===== src/host_port_pkg.sv =====
// package: shared types and constants of the parallel host port pin block
package host_port_pkg;

    // ********************************************************************
    // register selection codes
    // ********************************************************************
    typedef enum logic [1:0] {
        sel_control = 2'b00,
        sel_data_inc = 2'b01,
        sel_address = 2'b10,
        sel_data = 2'b11
    } reg_sel_t;

    // ********************************************************************
    // widths and reset values
    // ********************************************************************
    localparam int unsigned DATA_W = 8;
    localparam int unsigned WORD_W = 16;
    localparam int unsigned ADDR_W = 16;
    localparam int unsigned MEM_DEPTH = 16;
    localparam int unsigned MEM_AW = 4;
    localparam logic [15:0] CONTROL_RESET = 16'h0000;
    localparam logic [15:0] ADDRESS_RESET = 16'h0000;
    localparam logic [7:0] DATA_LINES_RESET = 8'h00;
    // byte order: first byte carries the high half of a word
    localparam int unsigned FIRST_BYTE_LSB = 8;
    localparam int unsigned SECOND_BYTE_LSB = 0;
    // ready stays low this many nanoseconds after each completed data strobe
    localparam int unsigned BUSY_NS = 100;
    localparam int unsigned CLK_NS = 50;
    localparam logic [1:0] BUSY_CYCLES = 2'((BUSY_NS + CLK_NS - 1) / CLK_NS);

    // host strobe bundle, sampled synchronously
    typedef struct packed {
        logic       port_select_n;
        logic       data_strobe_n;
        logic       address_strobe_n;
        logic       read_not_write;
        logic       byte_identify;
        logic [1:0] reg_select;
    } host_ctl_t;

    // word bus to the memory
    typedef struct packed {
        logic                write;
        logic [MEM_AW-1:0]   addr;
        logic [WORD_W-1:0]   wdata;
    } mem_req_t;

endpackage : host_port_pkg


===== src/host_port_mem.sv =====
// small word memory reached through the host port, registered read data
`timescale 1ns/100ps
`default_nettype none
module host_port_mem
    import host_port_pkg::*;
(
    // clock
    input  wire logic                clk_i,
    // access
    input  wire mem_req_t            req_i,
    output var  logic [WORD_W-1:0]   rdata_o
);

    logic [WORD_W-1:0] store [MEM_DEPTH];

    // write, then read data from a register; no reset on the array
    always_ff @(posedge clk_i) begin
        if (req_i.write) begin
            store[req_i.addr] <= req_i.wdata;
        end
        rdata_o <= store[req_i.addr];
    end

endmodule : host_port_mem
`default_nettype wire


===== src/host_port_pin_interface.sv =====
// top: parallel host port pin logic with keepers, straps and byte assembly
// Summary of operation
// release data lines unless reading with output-off high; code also drives them as GPIO when gpio_mode_i is high and unselected
// enabled keepers hold last line level
// keepers off at reset, software bit toggles
// data lines usable as general-purpose I/O
// decode register select to one register
// wide strap high ignores register select
// byte identify picks first or second byte
// wide strap high ignores byte identify
// host holds select low whole access
// register-select pull-ups only when strap sampled low
// read_not_write high reads, low writes
// address strobe loads the address pointer
// ready output tells host next transfer ok
// sample enable strap at reset release only
// strap low ignores strobes, never drives lines; code still drives them as GPIO when gpio_mode_i is high
`timescale 1ns/100ps
`default_nettype none
module host_port_pin_interface
    import host_port_pkg::*;
(
    // clock and reset
    input  wire logic                clk_i,
    input  wire logic                rst_i,
    // straps and global output control
    input  wire logic                port_enable_strap_i,
    input  wire logic                wide_mode_strap_i,
    input  wire logic                output_off_n_i,
    // host control inputs
    input  wire host_ctl_t           host_ctl_i,
    input  wire logic [WORD_W-1:0]   wide_data_i,
    // host data lines, three-signal form
    input  wire logic [DATA_W-1:0]   host_data_lines_i,
    output var  logic [DATA_W-1:0]   host_data_lines_o,
    output var  logic [DATA_W-1:0]   host_data_lines_oe_n_o,
    output var  logic [DATA_W-1:0]   data_keeper_level_o,
    output var  logic                data_keeper_active_o,
    // host status and pull-up control
    output var  logic                port_ready_o,
    output var  logic                reg_select_pullup_o,
    output var  logic [WORD_W-1:0]   wide_data_o,
    output var  logic                wide_data_oe_n_o,
    // processor side: bank switch keeper bit and general-purpose I/O
    input  wire logic                data_keeper_enable_i,
    input  wire logic                gpio_mode_i,
    input  wire logic [DATA_W-1:0]   gpio_out_i,
    input  wire logic [DATA_W-1:0]   gpio_dir_i,
    output var  logic [DATA_W-1:0]   gpio_in_o,
    output var  logic [ADDR_W-1:0]   address_pointer_reg_o,
    output var  logic [WORD_W-1:0]   control_reg_o
);

    // ********************************************************************
    // strap capture and strobe qualification
    // ********************************************************************
    logic              strap_pending;
    logic              port_on;
    logic              wide_mode;
    logic              strobe_prev;
    logic              astrobe_prev;
    logic              strobe_end;
    logic              astrobe_end;
    logic              selected;
    logic [1:0]        busy_count;
    logic [WORD_W-1:0] read_word;
    logic [WORD_W-1:0] write_hold;
    logic [7:0]        next_byte;
    reg_sel_t          sel;
    mem_req_t          mem_req;
    logic [WORD_W-1:0] mem_rdata;
    logic              reading;

    // strap is taken on the first edge after release, never under reset
    always_ff @(posedge clk_i or posedge rst_i) begin
        if (rst_i) begin
            strap_pending <= 1'b1;
            port_on       <= 1'b0;
            wide_mode     <= 1'b0;
        end else if (strap_pending) begin
            strap_pending <= 1'b0;
            port_on       <= port_enable_strap_i;
            wide_mode     <= wide_mode_strap_i;
        end
    end

    // strobes only count while select is low and the port is on
    assign selected = port_on & ~host_ctl_i.port_select_n;

    // wide mode forces the data register; narrow mode decodes the pins
    assign sel = wide_mode ? sel_data : reg_sel_t'(host_ctl_i.reg_select);

    // detect end (rising edge) of data and address strobes
    always_ff @(posedge clk_i or posedge rst_i) begin
        if (rst_i) begin
            strobe_prev  <= 1'b1;
            astrobe_prev <= 1'b1;
        end else begin
            strobe_prev  <= host_ctl_i.data_strobe_n | ~selected;
            astrobe_prev <= host_ctl_i.address_strobe_n | ~selected;
        end
    end
    assign strobe_end  = ~strobe_prev & (host_ctl_i.data_strobe_n | ~selected);
    assign astrobe_end = ~astrobe_prev & (host_ctl_i.address_strobe_n | ~selected);

    // ********************************************************************
    // host registers
    // ********************************************************************
    // second byte completes a word; wide mode always moves a whole word
    assign next_byte = host_data_lines_i;

    // control register and staged write half
    always_ff @(posedge clk_i or posedge rst_i) begin
        if (rst_i) begin
            control_reg_o <= CONTROL_RESET;
            write_hold    <= CONTROL_RESET;
        end else if (strobe_end && !host_ctl_i.read_not_write) begin
            if (wide_mode) begin
                write_hold <= wide_data_i;
            end else if (!host_ctl_i.byte_identify) begin
                write_hold[FIRST_BYTE_LSB +: 8] <= next_byte;
            end else begin
                write_hold[SECOND_BYTE_LSB +: 8] <= next_byte;
            end
            if (sel == sel_control && (wide_mode || host_ctl_i.byte_identify)) begin
                control_reg_o <= {write_hold[FIRST_BYTE_LSB +: 8], next_byte};
            end
        end
    end

    // address pointer: loaded by address strobe or a select-coded write
    always_ff @(posedge clk_i or posedge rst_i) begin
        if (rst_i) begin
            address_pointer_reg_o <= ADDRESS_RESET;
        end else if (astrobe_end) begin
            address_pointer_reg_o <= {address_pointer_reg_o[7:0], host_data_lines_i};
        end else if (strobe_end && sel == sel_address && !host_ctl_i.read_not_write
                     && !wide_mode && host_ctl_i.byte_identify) begin
            address_pointer_reg_o <= {write_hold[FIRST_BYTE_LSB +: 8], next_byte};
        end else if (strobe_end && sel == sel_data_inc
                     && (wide_mode || host_ctl_i.byte_identify)) begin
            address_pointer_reg_o <= address_pointer_reg_o + 16'h0001;
        end
    end

    // word memory behind the data registers
    always_comb begin
        mem_req.addr  = address_pointer_reg_o[MEM_AW-1:0];
        mem_req.wdata = wide_mode ? wide_data_i : {write_hold[FIRST_BYTE_LSB +: 8], next_byte};
        mem_req.write = strobe_end && !host_ctl_i.read_not_write
                        && (sel == sel_data || sel == sel_data_inc)
                        && (wide_mode || host_ctl_i.byte_identify);
    end

    host_port_mem u_mem (
        .clk_i   (clk_i),
        .req_i   (mem_req),
        .rdata_o (mem_rdata)
    );

    // read word selection
    always_comb begin
        unique case (sel)
            sel_control:  read_word = control_reg_o;
            sel_address:  read_word = address_pointer_reg_o;
            sel_data_inc: read_word = mem_rdata;
            sel_data:     read_word = mem_rdata;
        endcase
    end

    // ********************************************************************
    // pin drivers, keepers, ready
    // ********************************************************************
    assign reading = selected & ~host_ctl_i.data_strobe_n & host_ctl_i.read_not_write;

    // with output-off high, drive during a read strobe or as GPIO when unselected; else release
    always_ff @(posedge clk_i or posedge rst_i) begin
        if (rst_i) begin
            host_data_lines_o      <= DATA_LINES_RESET;
            host_data_lines_oe_n_o <= '1;
            wide_data_o            <= '0;
            wide_data_oe_n_o       <= 1'b1;
        end else begin
            wide_data_o      <= read_word;
            wide_data_oe_n_o <= ~(reading & wide_mode & output_off_n_i);
            if (!output_off_n_i) begin
                host_data_lines_oe_n_o <= '1;
            end else if (reading && !wide_mode) begin
                host_data_lines_oe_n_o <= '0;
                host_data_lines_o <= host_ctl_i.byte_identify ?
                    read_word[SECOND_BYTE_LSB +: 8] : read_word[FIRST_BYTE_LSB +: 8];
            end else if (gpio_mode_i && !selected) begin
                host_data_lines_oe_n_o <= ~gpio_dir_i;
                host_data_lines_o      <= gpio_out_i;
            end else begin
                host_data_lines_oe_n_o <= '1;
            end
        end
    end

    // keepers: off at reset, then follow the bank switch bit; latch level
    always_ff @(posedge clk_i or posedge rst_i) begin
        if (rst_i) begin
            data_keeper_active_o <= 1'b0;
            data_keeper_level_o  <= DATA_LINES_RESET;
            gpio_in_o            <= DATA_LINES_RESET;
        end else begin
            data_keeper_active_o <= data_keeper_enable_i;
            data_keeper_level_o  <= host_data_lines_i;
            gpio_in_o            <= host_data_lines_i;
        end
    end

    // ready drops for a fixed busy time after each data strobe
    always_ff @(posedge clk_i or posedge rst_i) begin
        if (rst_i) begin
            busy_count          <= 2'b00;
            port_ready_o        <= 1'b0;
            reg_select_pullup_o <= 1'b0;
        end else begin
            reg_select_pullup_o <= ~strap_pending & ~port_on;
            if (strobe_end) begin
                busy_count <= BUSY_CYCLES;
            end else if (busy_count != 2'b00) begin
                busy_count <= busy_count - 2'b01;
            end
            port_ready_o <= port_on && !strobe_end && busy_count <= 2'b01;
        end
    end

endmodule : host_port_pin_interface
`default_nettype wire


===== config.mk =====
export PLATFORM = sky130hd
export DESIGN_NAME = host_port_pin_interface
export DESIGN_NICKNAME = d
export VERILOG_FILES = /design/src/host_port_pkg.sv /design/src/host_port_mem.sv /design/src/host_port_pin_interface.sv
export SDC_FILE = /design/constraint.sdc
export NUM_CORES = 1
export LEC_CHECK = 0
export BUFFER_PORTS_ARGS = -buffer_cell sky130_fd_sc_hd__buf_2
export CAP_MARGIN = 15
export CORE_ASPECT_RATIO = 0.5
export CORE_MARGIN = 2
export CORE_UTILIZATION = 35
export DETAILED_ROUTE_END_ITERATION = 12
export GPL_TIMING_DRIVEN = 1
export HOLD_SLACK_MARGIN = 0.02
export RECOVER_POWER = 100
export SETUP_SLACK_MARGIN = 0.1
export SLEW_MARGIN = 30
export SYNTH_ARGS = -nofsm -noshare
export SYNTH_HDL_FRONTEND = slang
export SYNTH_HIERARCHICAL = 1
export SYNTH_SLANG_ARGS = --single-unit

===== constraint.sdc =====
create_clock -name clk_i -period 5 [get_ports clk_i]
set_input_delay 0 -clock clk_i [delete_from_list [all_inputs] [get_ports clk_i]]
set_output_delay 0 -clock clk_i [all_outputs]
set_load 0.03 [all_outputs]

# ---- Word-level counts from Yosys, hierarchy flattened
# Memory sizes are Yosys's and may differ from the RTL's. A register that Yosys moved wholly into a read port is not among the register bits.
# Cells that the tools add are included.
dict set report totals {
  output_inout_bits 84
  mem_bits_ro 0
  mem_count 1
  inputBits 54
  latchBits 0
  reg_bits 91
  ram_bits 256
}
# memory depth width rd rd_clocked_by_memory_dff wr line_no
set mem_list {}
lappend mem_list {u_mem.store 16 16 1 1 1 host_port_mem.sv:14} ;# logic [WORD_W-1:0] store [MEM_DEPTH];
dict set report op_classes {
  add_sub_neg 2
  muxes 19
  shifts 0
  n_eq_ne 4
  reduce_logical 29
  n_bitwise 19
  multipliers 0
  n_div 0
  order_cmp 1
}
# operator n
set op_table {}
lappend op_table {{$mux 16} 5}
lappend op_table {{$mux 8} 8}
lappend op_table {{$pmux 16 s3} 1}
lappend op_table {{$add 16x1->16 const B} 1}
lappend op_table {{$logic_and 1x1->1} 14}
lappend op_table {{$and 1x1->1} 8}
lappend op_table {{$not 1->1} 8}
lappend op_table {{$not 8->8} 1}
lappend op_table {{$mux 2} 3}
lappend op_table {{$reduce_and 2->1} 3}
lappend op_table {{$reduce_bool 2->1} 3}
lappend op_table {{$eq 2x2->1 const B} 2}
lappend op_table {{$logic_not 1->1} 4}
lappend op_table {{$reduce_bool 3->1} 1}
lappend op_table {{$eq 2x1->1 const B} 1}
lappend op_table {{$le 2x1->1 const B} 1}
lappend op_table {{$logic_not 2->1} 1}
lappend op_table {{$logic_or 1x1->1} 2}
lappend op_table {{$mux 1} 2}
lappend op_table {{$ne 2x1->1 const B} 1}
lappend op_table {{$or 1x1->1} 2}
lappend op_table {{$reduce_or 2->1} 1}
lappend op_table {{$sub 2x1->2 const B} 1}

# ---- Depth between registers and ports, before layout
dict set report depth {
  ltp_word 11
  depth_mapped 7
  mapped_depth_nobuf 6
}

# ---- By module
# The synthesis kept the hierarchy.
# module area_each_um2 cells_each instances
set by_module_without_submodules {}
lappend by_module_without_submodules {host_port_mem 10023.4 434 1}
lappend by_module_without_submodules {host_port_pin_interface 4455.5 422 1}

# ---- Worst setup path after synthesis
# OpenSTA, ideal clock, no wires.
dict set report synth_timing {
  kind {register to register}
  start {reg wide_mode}
  end {mem u_mem.store[0][0], enable pin}
  path_slack_ps 1344
  n_path_buf 2
  required_time_ps 4591
  stages_incl_launch_ff 7
  setup_ps 409
  arrival_time_ps 3246
  synth_period_minus_slack_ps 3656
  path_cell_list {dfrtp_1 -> clkbuf_1 -> buf_1 -> a21oi_1 -> nor4_1 -> or3b_2 -> nor3_1}
}
# element line_no
set synth_rtl {}
lappend synth_rtl {{start: declaration} host_port_pin_interface.sv:59} ;# logic wide_mode;
lappend synth_rtl {{start signal: assignment} host_port_pin_interface.sv:83} ;# wide_mode <= wide_mode_strap_i;
lappend synth_rtl {{end: declaration} host_port_mem.sv:14}

# ---- Worst setup path after layout
dict set report layout_timing {
  start {reg port_on}
  end {reg host_data_lines_oe_n_o[5]}
}
dict set report layout_between {
  elab_chain_len 6
  elab_cells_between_ends 9
  cone_classes {mux: 3; bitwise: 3; reduce/logical: 3}
}
# element line_no
set layout_rtl {}
lappend layout_rtl {{start: declaration} host_port_pin_interface.sv:58} ;# logic port_on;
lappend layout_rtl {{start signal: assignment} host_port_pin_interface.sv:82} ;# port_on <= port_enable_strap_i;
lappend layout_rtl {{$and 1x1->1 *} host_port_pin_interface.sv:88} ;# assign selected = port_on & ~host_ctl_i.port_select_n;
lappend layout_rtl {{$and 1x1->1 or $logic_not 1->1 (tied branches)} {host_port_pin_interface.sv:174, host_port_pin_interface.sv:192}}
lappend layout_rtl {{$and 1x1->1 or $logic_and 1x1->1 (tied branches)} {host_port_pin_interface.sv:174, host_port_pin_interface.sv:192}}
lappend layout_rtl {{$logic_and 1x1->1 or $mux 8 (tied branches)} {host_port_pin_interface.sv:188, host_port_pin_interface.sv:192}}
lappend layout_rtl {{$mux 8 *} host_port_pin_interface.sv:188} ;# end else if (reading && !wide_mode) begin
lappend layout_rtl {{$mux 8 *} host_port_pin_interface.sv:186} ;# if (!output_off_n_i) begin
lappend layout_rtl {{end signal: assignment} host_port_pin_interface.sv:193} ;# host_data_lines_oe_n_o <= ~gpio_dir_i;
lappend layout_rtl {{end: declaration} host_port_pin_interface.sv:36} ;# output var logic [DATA_W-1:0] host_data_lines_oe_n_o,
# Mark *: on every way between the ends. The rest lies on a longest branch, timed or not.
# A chain may end at the register's enable or synchronous reset.

==> Implementation_results.wiki <==
{| class="wikitable"
! Metric !! Value
|-
| Part of the cycle the worst path needs || 0.770
|-
| Final antenna diode count || 0
|-
| Core Footprint || 40,600 um2
|-
| Most common cell after layout, fill and taps aside || sky130_fd_sc_hd__edfxtp_1
|-
| Share of power burned in combinational logic || 0.196
|-
| Critical Path Fanout Max || 18
|-
| Vias after detailed routing || 8,503
|-
| Final Hold Fails || 0
|-
| IR drop worst, VDD || 0.230 mV
|-
| Worst Hold Slack || 0.0605 ns
|-
| Worst hold path cell count || 4
|-
| CTS max path bufs || 3
|-
| Standby leakage power || 5.89 nW
|-
| Count of cells resized by post-cts repair || 0
|-
| Vias in the first global route || 8,683
|-
| Sw frac || 0.298
|-
| Library cells used by synthesis || 53
|-
| Row count || 52
|-
| Initial Util || 0.357
|-
| Residual DRC || 0
|-
| Startpoint type of the worst setup path || register
|-
| Violations in the final reports || max-capacitance violations, max-slew violations
|-
| Class of the tightest hold or removal check || input port to register
|-
| Run status || complete, but fails checks
|-
| Maximum operating frequency || 0.260 GHz
|-
| Port Buffer Count || 137
|-
| Horiz. Die Dim || 292 um
|-
| Top_reg_cell synth || sky130_fd_sc_hd__edfxtp_1
|-
| Largest net degree at the start of global routing || 48
|-
| HPWL reported at the end of detailed placement || 24,200 um
|-
| Time the final worst path needs with I/O delays and setup || 3.85 ns
|-
| Number of vias per cell || 5.25
|-
| Detailed-router iteration count before antenna repair || 5
|-
| Reg power frac || 0.479
|-
| P per Cell Area || 464 nW/um2
|-
| I/O pin count || 138
|-
| Total Die Area || 43,100 um2
|-
| Crit path kind || register to register
|-
| Total nets after synthesis || 913
|-
| Total clock buffers created by CTS || 36
|-
| Slew Limit Fails || 124
|-
| Area delta synth->final || 18.4%
|-
| Leading cell types in the layout, fill and taps excluded || sky130_fd_sc_hd__edfxtp_1, sky130_fd_sc_hd__clkbuf_1, sky130_fd_sc_hd__dfrtp_1
|-
| Layout Skew || 0.0277 ns
|-
| Worst slew slack as a fraction of its limit || -0.302
|-
| Total Neg Setup Slack || 0 ns
|-
| Count of antenna-violating nets left after detailed routing || 0
|-
| Critical path data required time || 5.45 ns
|-
| Number of antenna violations at the first check in global routing || 0
|-
| Sum of routed wire length over all layers || 36,400 um
|-
| Gate count after technology mapping || 856
|-
| Clock insertion delay at the later pin of the skew report || 0.53 ns
|-
| Root Buffer || sky130_fd_sc_hd__clkbuf_16
|-
| Number of nets in the final layout || 1,111
|-
| Internal Pwr Total || 5.58 mW
|-
| Flip-flop and latch count after synthesis || 363
|-
| Clock tree from TritonCTS || built
|-
| Synth top area cells || sky130_fd_sc_hd__edfxtp_1, sky130_fd_sc_hd__dfrtp_1, sky130_fd_sc_hd__mux4_2
|-
| Unrepaired setup endpoints after global routing || no
|-
| Wire length of the first global-routing pass || 54,700 um
|-
| Fraction of final layout cells with drive strength greater than 1 || 0.182
|-
| Average instance area after synthesis || 16.9 um2
|-
| Detailed-route wire length per cell || 22.5 um
|-
| Synth Cell Area || 14,500 um2
|-
| Die height || 148 um
|-
| Synth Warn # || 6
|-
| Sink Count || 363
|-
| DRC violation total after the first TritonRoute iteration || 766
|-
| Data arrival time of the critical path || 4.30 ns
|-
| Switch Pwr || 2.37 mW
|-
| Number of max-cap violations || 3
|-
| Final count of negative-setup-slack endpoints || 0
|-
| Final weighted congestion in routability-driven placement || 0.838
|-
| Cell accounting for the most synthesized area || sky130_fd_sc_hd__edfxtp_1
|-
| Overflow left after global routing || 0
|-
| Actual slew at the worst max-slew pin || 1.94 ns
|-
| H-tree depth || 2
|-
| Area share of the largest cell type after synthesis || 0.531
|-
| Number of cells on the worst reg-to-reg path || 7
|-
| Async SR Flop Fraction || 0.251
|-
| Clock-pin slew on the worst setup and hold paths || 0.06 ns
|-
| Count of flip-flops with a built-in enable after synthesis || 256
|-
| Crit path capture type || register
|-
| Clock power frac || 0.325
|-
| GRT Overall Usage || 0.170
|-
| Sequential element share of the synthesized area || 0.711
|}
==> per-stage QoR <==
step           instance area, um2  utilization  total power [mW]  instances  worst slack, ns
2_1_floorplan               14500            -              4.86        856             1.34
3_3_place_gp                15800        0.388              5.42       1504             1.78
3_5_place_dp                15800        0.388              5.45       1504             1.77
4_1_cts                     17400        0.428              8.06       1620             1.68
5_1_grt                     17200        0.422              8.28       1620            0.838
6_report                    17200        0.422              7.95       1620             1.15
==> layer usage <==
layer  wire [um]  share of wire  up-vias  track usage
li1            -              -     3735            -
met1       16100           0.44     4482        0.230
met2       17800           0.49      237        0.285
met3        1620          0.045       49       0.0263
met4         851          0.023        0       0.0534
met5           0              0        -            0
==> what timing repair did <==
item	4_1_cts	5_1_grt
setup buffers	0	0
hold buffers	52	0
endpoints found under the hold margin	108	0
==> flip-flops by register name, indices dropped and copies added (netlist names), 8 cells and up <==
signal and count:
host_data_lines_oe_n_o 8, address_pointer_reg_o 16, gpio_in_o 8, host_data_lines_o 8, write_hold 8, control_reg_o 16, wide_data_o 16, u_mem/rdata_o 16
u_mem/store 256
==> layout make-up <==
class / instances / area (um2)
Clock buffer: 52 / 981
Clock inverter: 12 / 125
Fill cell: 3690 / 23400
Inverter: 8 / 32.5
Multi-Input combinational cell: 430 / 3820
Sequential cell: 363 / 10300
Tap cell: 540 / 676
Timing Repair Buffer: 215 / 1210
==> cells in the mapped netlist, types with 16 or more instances <==
cell type	n
sky130_fd_sc_hd__edfxtp_1	256
sky130_fd_sc_hd__dfrtp_1	79
sky130_fd_sc_hd__mux4_2	62
sky130_fd_sc_hd__nor2_1	61
sky130_fd_sc_hd__nand2_1	44
sky130_fd_sc_hd__mux2_2	35
sky130_fd_sc_hd__a22oi_1	33
sky130_fd_sc_hd__a21oi_1	31
sky130_fd_sc_hd__clkbuf_1	26
sky130_fd_sc_hd__mux2i_1	25
sky130_fd_sc_hd__o21ai_0	21
sky130_fd_sc_hd__a211oi_1	16
sky130_fd_sc_hd__dfxtp_1	16
==> worst max-delay path, cell delays in order, from the launching register on <==
cell and delay (ns):
sky130_fd_sc_hd__dfrtp_1 0.39, sky130_fd_sc_hd__nor3b_1 0.62, sky130_fd_sc_hd__dlygate4sd3_1 0.71, sky130_fd_sc_hd__clkinvlp_2 0.29, sky130_fd_sc_hd__nor3b_4 0.68, sky130_fd_sc_hd__o21a_1 0.35
sky130_fd_sc_hd__o21ai_0 0.13, sky130_fd_sc_hd__dlygate4sd3_1 0.59
==> path summary, 6_finish.rpt <==
path / slack, ns / startpoint / end
max: 1.15 / port_on / host_data_lines_oe_n_o[5]
max in group asynchronous: 3.03 / rst_i / address_pointer_reg_o[0]
min: 0.06 / host_ctl_i[3] / host_data_lines_o[6]
min in group asynchronous: 0.51 / rst_i / host_data_lines_o[6]
max reg2reg: 1.15 / port_on / host_data_lines_oe_n_o[5]
min reg2reg: 0.48 / host_data_lines_o[3] / host_data_lines_o[3]
==> power groups by stage <==
stage	Clock (mW)	Sequential, mW	Combinational [mW]
5_1_grt	2.77	3.83	1.68
2_1_floorplan	0	3.94	0.923
6_report	2.58	3.81	1.56
3_3_place_gp	0	3.86	1.56
4_1_cts	2.64	3.80	1.62
3_5_place_dp	0	3.86	1.59
==> cell families after synthesis <==
logic type,synth area share
DFF,0.711
and+or+nand+nor,0.0548
muxes,0.145
AOI/OAI and AO/OA,0.0550
buffers and inverters,0.0235
xor gates and xnor gates,0.00786
adders and majority gates,0.00259
other,0.000259
Note: power is estimated with default switching activity, not from simulation.
